===== config.mk =====
export PLATFORM = sky130hd
export DESIGN_NAME = focc_top
export DESIGN_NICKNAME = d
export VERILOG_FILES = /design/src/focc_pkg.sv /design/src/focc_top.sv
export SDC_FILE = /design/constraint.sdc
export NUM_CORES = 1
export LEC_CHECK = 0
export BUFFER_PORTS_ARGS = -buffer_cell sky130_fd_sc_hd__buf_2
export CAP_MARGIN = 30
export CORE_MARGIN = 4
export CORE_UTILIZATION = 47
export CTS_BUF_LIST = sky130_fd_sc_hd__clkbuf_4 sky130_fd_sc_hd__clkbuf_8
export CTS_CLUSTER_SIZE = 20
export DETAILED_ROUTE_END_ITERATION = 16
export PLACE_DENSITY = 0.89
export SYNTH_ARGS = -nofsm -noshare
export SYNTH_HDL_FRONTEND = slang
export SYNTH_SLANG_ARGS = --single-unit

===== constraint.sdc =====
create_clock -name pclk -period 8.1 [get_ports pclk]
set_clock_uncertainty 0.2 [all_clocks]
set_input_delay 0.405 -clock pclk [delete_from_list [all_inputs] [get_ports pclk]]
set_output_delay 0.405 -clock pclk [all_outputs]
set_load 0.01 [all_outputs]

===== src/focc_pkg.sv =====
// package: register layout, reset values and types for the offset compensation config
package focc_pkg;

  // ==========================================================================
  // register map
  // ==========================================================================
  localparam logic [7:0] CFG_ADDR = 8'h00;
  localparam logic [7:0] STATUS_ADDR = 8'h04;
  localparam logic [7:0] OFFSET_ADDR = 8'h08;
  localparam logic [7:0] GAIN_ADDR = 8'h0c;

  // ==========================================================================
  // field positions and resets
  // ==========================================================================
  localparam int FREEZE_BIT = 5;
  localparam int PRE_LSB = 3;
  localparam int POST_BIT = 2;
  localparam int LIMIT_LSB = 0;
  localparam logic FREEZE_RST = 1'b1;
  localparam logic [1:0] PRE_RST = 2'h2;
  localparam logic POST_RST = 1'b1;
  localparam logic [1:0] LIMIT_RST = 2'h2;

  // ==========================================================================
  // types
  // ==========================================================================
  typedef struct packed {
    logic loop_freeze_until_carrier;
    logic [1:0] gain_before_sync;
    logic gain_after_sync;
    logic [1:0] offset_saturation_limit;
  } focc_cfg_t;

  typedef struct packed {
    logic [31:0] prdata;
    logic pready;
    logic pslverr;
  } focc_apb_rsp_t;

endpackage


===== src/focc_top.sv =====
// module: apb config register and loop control for frequency offset compensation
`timescale 1ns/1ps

// Functional notes
// - freeze bit holds compensation and clock recovery loops until carrier sense rises
// - pre-sync gain code 0..3 selects K, 2K, 3K, 4K; resets to code 2
// - post-sync bit 0 keeps pre-sync gain, 1 gives K/2; resets to 1
// - limit code 0 disables compensation (offset forced to 0), 1..3 saturate at bandwidth/8, /4, /2; resets to 2
module focc_top #(
  parameter int OFS_W = 16
) (
  // apb
  input wire logic pclk,
  input wire logic presetn,
  input wire logic psel,
  input wire logic penable,
  input wire logic pwrite,
  input wire logic [7:0] paddr,
  input wire logic [31:0] pwdata,
  output logic [31:0] prdata,
  output logic pready,
  output logic pslverr,
  // demodulator, same clock
  input wire logic carrier_sense,
  input wire logic sync_found,
  input wire logic signed [OFS_W-1:0] raw_offset,
  input wire logic [OFS_W-1:0] channel_bandwidth,
  // loop control
  output logic loops_frozen,
  output logic [3:0] loop_gain_x2,
  output logic signed [OFS_W-1:0] comp_offset
);

  // ==========================================================================
  // saturation bound
  // ==========================================================================
  function automatic logic [OFS_W-1:0] bound(input logic [1:0] code, input logic [OFS_W-1:0] bw);
    logic [OFS_W-1:0] b;
    b = '0;
    case (code)
      2'h1: b = bw >> 3;
      2'h2: b = bw >> 2;
      2'h3: b = bw >> 1;
      default: b = '0;
    endcase
    return b;
  endfunction

  // ==========================================================================
  // state
  // ==========================================================================
  focc_pkg::focc_cfg_t cfg_q, cfg_d;
  focc_pkg::focc_apb_rsp_t rsp_q, rsp_d;
  logic frz_q, frz_d;
  logic [3:0] gain_q, gain_d;
  logic signed [OFS_W-1:0] ofs_q, ofs_d;

  logic access;
  logic [7:0] cfg_rd;
  logic [OFS_W-1:0] lim;
  logic signed [OFS_W-1:0] lim_s;

  assign access = psel && penable;
  assign lim = bound(cfg_q.offset_saturation_limit, channel_bandwidth);
  // bound is at most bw/2, so its top bit is clear and it fits the signed range
  assign lim_s = signed'(lim);

  always_comb begin
    cfg_rd = {2'h0, cfg_q};
  end

  // ==========================================================================
  // register write and apb response
  // ==========================================================================
  always_comb begin
    cfg_d = cfg_q;
    rsp_d = rsp_q;
    rsp_d.pready = 1'b0;
    rsp_d.pslverr = 1'b0;
    rsp_d.prdata = 32'h0;
    if (psel && !penable) begin
      rsp_d.pready = 1'b1;
      if (paddr == focc_pkg::CFG_ADDR) begin
        rsp_d.prdata = {24'h0, cfg_rd};
      end else if (paddr == focc_pkg::STATUS_ADDR) begin
        rsp_d.prdata = {30'h0, sync_found, frz_q};
        rsp_d.pslverr = pwrite;
      end else if (paddr == focc_pkg::OFFSET_ADDR) begin
        rsp_d.prdata = 32'(ofs_q);
        rsp_d.pslverr = pwrite;
      end else if (paddr == focc_pkg::GAIN_ADDR) begin
        rsp_d.prdata = {28'h0, gain_q};
        rsp_d.pslverr = pwrite;
      end else begin
        rsp_d.pslverr = 1'b1;
      end
    end
    // write lands only at the edge where pready is sampled high
    if (access && rsp_q.pready) begin
      rsp_d = '0;
      if (pwrite && paddr == focc_pkg::CFG_ADDR) begin
        cfg_d = pwdata[5:0];
      end
    end
  end

  // ==========================================================================
  // loop control
  // ==========================================================================
  always_comb begin
    frz_d = cfg_q.loop_freeze_until_carrier && !carrier_sense;
    if (sync_found && cfg_q.gain_after_sync) begin
      gain_d = 4'h1;
    end else begin
      gain_d = ({2'h0, cfg_q.gain_before_sync} + 4'h1) << 1;
    end
    if (cfg_q.offset_saturation_limit == 2'h0) begin
      ofs_d = '0;
    end else if (frz_d) begin
      ofs_d = ofs_q;
    end else if (raw_offset > lim_s) begin
      ofs_d = lim_s;
    end else if (raw_offset < -lim_s) begin
      ofs_d = -lim_s;
    end else begin
      ofs_d = raw_offset;
    end
  end

  // ==========================================================================
  // registers
  // ==========================================================================
  always_ff @(posedge pclk or negedge presetn) begin
    if (!presetn) begin
      cfg_q <= {focc_pkg::FREEZE_RST, focc_pkg::PRE_RST, focc_pkg::POST_RST, focc_pkg::LIMIT_RST};
      rsp_q <= '0;
      frz_q <= 1'b1;
      gain_q <= 4'h6;
      ofs_q <= '0;
    end else begin
      cfg_q <= cfg_d;
      rsp_q <= rsp_d;
      frz_q <= frz_d;
      gain_q <= gain_d;
      ofs_q <= ofs_d;
    end
  end

  assign prdata = rsp_q.prdata;
  assign pready = rsp_q.pready;
  assign pslverr = rsp_q.pslverr;
  assign loops_frozen = frz_q;
  assign loop_gain_x2 = gain_q;
  assign comp_offset = ofs_q;

endmodule


Word level (Yosys, flattened, before mapping)
Cells that the tools add are included.
W data, S select, Z words.
{"block": "op_classes", "addsub": 2, "eq_ne": 7, "n_mux": 16, "magnitude_cmp": 2, "n_reduce_logical": 11}
{"op": "$mux W32", "n": 3}
{"op": "$mux W34", "n": 2}
{"op": "$mux W16", "n": 4}
{"op": "$pmux W15 S3", "n": 1}
{"op": "$eq A8 B4 Y1 const B", "n": 2}
{"op": "$gt A16 B16 Y1", "n": 1}
{"op": "$lt A16 B16 Y1", "n": 1}
{"op": "$neg A15 Y16", "n": 1}
{"op": "$eq A8 B3 Y1 const B", "n": 1}
{"op": "$logic_not A8 Y1", "n": 1}
{"op": "$mux W4", "n": 2}
{"op": "$logic_and A1 B1 Y1", "n": 6}
{"op": "$eq A2 B2 Y1 const B", "n": 2}
{"op": "$mux W1", "n": 4}
{"op": "$add A2 B1 Y3 const B", "n": 1}
{"op": "$eq A2 B1 Y1 const B", "n": 1}
{"op": "$logic_not A1 Y1", "n": 2}
{"op": "$logic_not A2 Y1", "n": 1}
{"op": "$ne A2 B1 Y1 const B", "n": 1}
{"op": "$reduce_and A2 Y1", "n": 1}
{"block": "word_totals", "wordCells": 48, "in_bits": 79, "regBits": 61, "output_inout_bits": 55}

Longest topological paths before layout
{"block": "depth", "ltp_word": 8, "mapped_depth": 21, "mapped_depth_nobuf": 15}

Least setup slack after synthesis
Ideal clock, no wire load.
{"block": "synth_timing", "path_kind": "register to register", "from": "register cfg_q[0] (netlist bit)", "to": "register ofs_q[15] (netlist: comp_offset[15])", "t_required_ns": 7.770, "n_path_buf": 6, "synth_period_minus_slack_ns": 4.500, "t_arrival_ns": 4.170, "setup_time_ns": 0.130, "path_slack_ns": 3.600, "path_stages_with_launch": 22, "cell_sequence": "dfrtp_1 -> buf_4 -> buf_4 -> buf_4 -> buf_2 -> mux2i_1 -> nor2_1 -> a31oi_1 -> ha_1 -> nand3_1 -> or3_1 -> xor2_1 -> ha_1 -> a211o_1 -> o211ai_1 -> a211oi_1 -> or4_1 -> buf_4 -> and2_4 -> buf_6 -> a32oi_1 -> o31ai_1"}
{"block": "synth_between", "elab_chain_cells": 8, "word_cells_on_any_way": 13, "classes_between": "add/sub: 1; order compare: 2; eq/ne: 4; mux: 5; reduce/logical: 1"}
{"item": "start: declaration", "line_no": "focc_top.sv:52", "text": "focc_pkg::focc_cfg_t cfg_q, cfg_d;"}
{"item": "start signal: assignment", "line_no": "focc_top.sv:135", "text": "cfg_q <= {focc_pkg::FREEZE_RST, focc_pkg::PRE_RST, focc_pkg::POST_RST, focc_pkg::LIMIT_RST};"}
{"item": "start signal: assignment", "line_no": "focc_top.sv:141", "text": "cfg_q <= cfg_d;"}
{"item": "$eq A2 B2 Y1 / $eq A2 B1 Y1 (equally long branches)", "line_no": "focc_top.sv:40", "text": "case (code)"}
{"item": "$pmux W15 S3", "line_no": "focc_top.sv:40"}
{"item": "$neg A15 Y16", "line_no": "focc_top.sv:123, focc_top.sv:124"}
{"item": "$lt A16 B16 Y1", "line_no": "focc_top.sv:123", "text": "end else if (raw_offset < -lim_s) begin"}
{"item": "$mux W16", "line_no": "focc_top.sv:123"}
{"item": "$mux W16", "line_no": "focc_top.sv:121", "text": "end else if (raw_offset > lim_s) begin"}
{"item": "$mux W16", "line_no": "focc_top.sv:119", "text": "end else if (frz_d) begin"}
{"item": "$mux W16", "line_no": "focc_top.sv:117", "text": "if (cfg_q.offset_saturation_limit == 2'h0) begin"}
{"item": "end signal: assignment", "line_no": "focc_top.sv:145", "text": "ofs_q <= ofs_d;"}
{"item": "end: declaration", "line_no": "focc_top.sv:56", "text": "logic signed [OFS_W-1:0] ofs_q, ofs_d;"}
Several ways; a longest one is shown, not always the timed one. The select of a mux whose other input is x is not followed.
A chain may end at the register's enable or synchronous reset.

Worst setup path after layout
{"block": "layout_timing", "from": "register cfg_q[0] (netlist bit)", "to": "register ofs_q[6] (netlist: comp_offset[6])"}
The elaborated chain is that of the path after synthesis.

==> results.md <==
- Crit path max fanout: 40
- # fillers: 662
- Startpoint Class: register
- Core outline area: ~7300 um^2
- Internal reg-to-reg setup slack: 2.76 ns
- Synth area leaders: dfrtp_1 (27%), ha_1 (11%), dfstp_2 (5.2%)
- Pin count of the biggest net entering global routing: 46
- H-tree depth: 2
- Slew Viols, Final: 0
- Post-synthesis sequential element count: 45
- Final core occ: about 57%
- Worst min path class: input pin to register
- Ant diodes: 0
- Pwr dens: approximately 120 nW/um^2
- Final Cycle Share: 65.9%
- Vias/cell: about 5.8
- Max-slew headroom: ~33%
- F_max: 187 MHz
- Final Setup Violations: 0
- Row cnt: 31
- Initial core utilization: about half
- Final ANT Viol Nets: 0
- Pre-antenna DRT Iters: 4
- Syn Nets: 500
- I/O pins: about 130
- Async SR Flop Fraction: 100%
- Gpl congestion: ~0.96
- Status: finished clean
- Syn Area/Cell: 9.17 um^2
- Clock net sink count: 45
- Arr. time, crit path: 5.38 ns
- Min Tclk post-route: about 5.3 ns
- Vias in the first global route: 2,961
- Post_cts resized: 0
- First-pass GRT wire length: 14,700 um
- Net count, final: roughly 580
- Lkg Pwr: around 2.0 nW
- Chip width: approximately 95 um
- Ys flop type: dfrtp_1
- Area grow syn2layout: 16.9%
- Grt total ovfl: 0
- CTS tree: yes
- Yosys top cell by area: dfrtp_1
- EDFF count, synth: 0
- Initial antenna violation count: 0
- Total power: 0.480 mW
- GRT Total Usage: 20.5%
- Kind of critical path: register to register
- Final wirelength: 9370 um
- Synthesized area: 3570 um^2
- DRC viols: 0
- Iter 0 DRT Violations: ~210
- Share of the synthesized area in the top cell type: between 20% and 30%
- Buffers on Ports: 106
- Ys Warns: 0
- TNS Setup: 0 ns
- Clk buf depth: 2
- Worst-margin pin slew: between 0.9 and 1 ns
- Maxcap violations: 0
- Sequential-to-total area share from yosys stat: 31.8%
- Crit end category: register
- Max VDD drop: ~0.064 mV
- CTS Root Cell: clkbuf_8
- Die Ht: 95.1 um
- Post-synth cell types: 65
- Cell count after synthesis: 389
- TritonCTS Buffers: 5
- Die area: between 9000 and 10,000 um^2
- Reg clk slew, reported paths: 0.09 ns
- CP required: 8.14 ns
- RSZ-0062 raised after global routing: no
- Post-CTS Setup Bufs: 0
- WL/cell: 16.4 um
- Vias: 3,310
- Clk Latency, worst-skew pair: roughly 0.30 ns
- Ratio of cells with drive above 1 in the final layout: between 30% and 40%
- Hold Fails Final Rpt: 0
- HPWL after DPL: 7460 um
## layout make-up
type / count / area, um^2 / area share, %
multi-input combinational: 301 / 2170 / 52.1
sequential: 45 / 1130 / 27.2
timing repair buffer: 110 / 587 / 14.1
tap: 99 / 124 / 2.97
clock buffer: 6 / 76.3 / 1.83
clock inverter: 2 / 38.8 / 0.931
inverter: 9 / 33.8 / 0.811
## metal layers
metal	up-vias	routed length (um)	track usage, %
li1	1588	-	-
met1	1582	4200	29.1
met2	131	4420	33.2
met3	9	605	1.97
met4	0	148	5.29
met5	-	0	0
## logic make-up after synthesis
logic type                 count (synthesis)  synth area share [%]
adders and majority gates                 32                  11.2
xor gates and xnor gates                  11                  2.70
muxes                                     26                  7.72
buffers and inverters                     43                  7.23
and+or+nand+nor                          123                  18.5
DFF                                       45                  31.8
AOI/OAI and AO/OA                        109                  20.8
## cell usage in the layout, fill, tap and decap left out, types with 12 or more instances in the layout
cell	netlist	routed
and2_1	14	14
o21ai_0	17	17
buf_2	5	106
mux2i_1	14	14
a21oi_1	26	26
ha_1	32	32
nand3_1	13	13
mux2_2	12	12
dfrtp_1	38	38
nor2_1	30	30
nand2_1	18	18
## cell usage after synthesis, drive strengths merged (6+ instances only)
cell and instances:
mux2 12, xor2 7, nand3 14, mux2i 14
dfstp 7, o21ai 20, buf 28, dfrtp 38
inv 9, nor3 8, and2 16, clkbuf 6
a31oi 6, ha 32, o21a 6, nor2 30
nand2 19, a21oi 27, a22oi 6, nor2b 7
## what timing repair did
action,in CTS,in global routing
hold endpoints to repair,0,15
hold buffers,0,1
setup endpoints to repair,0,0
## final timing paths
check / startpoint / endpoint / depth (start not counted)
worst max register to register: cfg_q[0] / comp_offset[6] / 16
worst min register to register: cfg_q[3] / loop_gain_x2[1] / 1
worst min-delay path: penable / pready / 2
min in group asynchronous: presetn / prdata[0] / 2
worst max-delay path: cfg_q[0] / comp_offset[6] / 16
max in group asynchronous: presetn / loops_frozen / 3
## per-stage QoR
stage / hold slack (ns) / std cells / instance area, um^2 / setup WS [ns]
after CTS: 0.0924 / 570 / 4130 / 2.87
after detailed placement: 0.262 / 562 / 4020 / 2.91
after floorplan: -0.0906 / 389 / 3570 / 3.60
after global routing: 0.0994 / 572 / 4170 / 2.51
after global placement: 0.247 / 561 / 4000 / 2.97
final: 0.106 / 572 / 4170 / 2.76
## registers in the layout, summed over array words and instances, names as in the netlist
name	count
pready	1
pslverr	1
cfg_q	6
loop_gain_x2	4
loops_frozen	1
prdata	16
comp_offset	16
## worst max-delay path, stage by stage (launching register included)
cell and delay [ns]:
dfrtp_1 0.48, buf_4 0.40, mux2i_1 0.24, o21ai_0 0.26, inv_1 0.20, ha_1 0.25
nand3_1 0.16, or3_1 0.41, xor2_1 0.25, ha_1 0.30, a211o_1 0.30, o211ai_1 0.08
a211oi_1 0.10, or4_1 0.81, and2_4 0.33, o21ai_0 0.32, a21o_1 0.17
## power breakdown
group	total [mW]	internal [mW]	switching (mW)
clock	0.173	0.0960	0.0767
sequential	0.226	0.226	0.000673
combinational	0.0805	0.0343	0.0461
total	0.480	0.356	0.124
No activity file was read; power rests on OpenSTA's default activity.
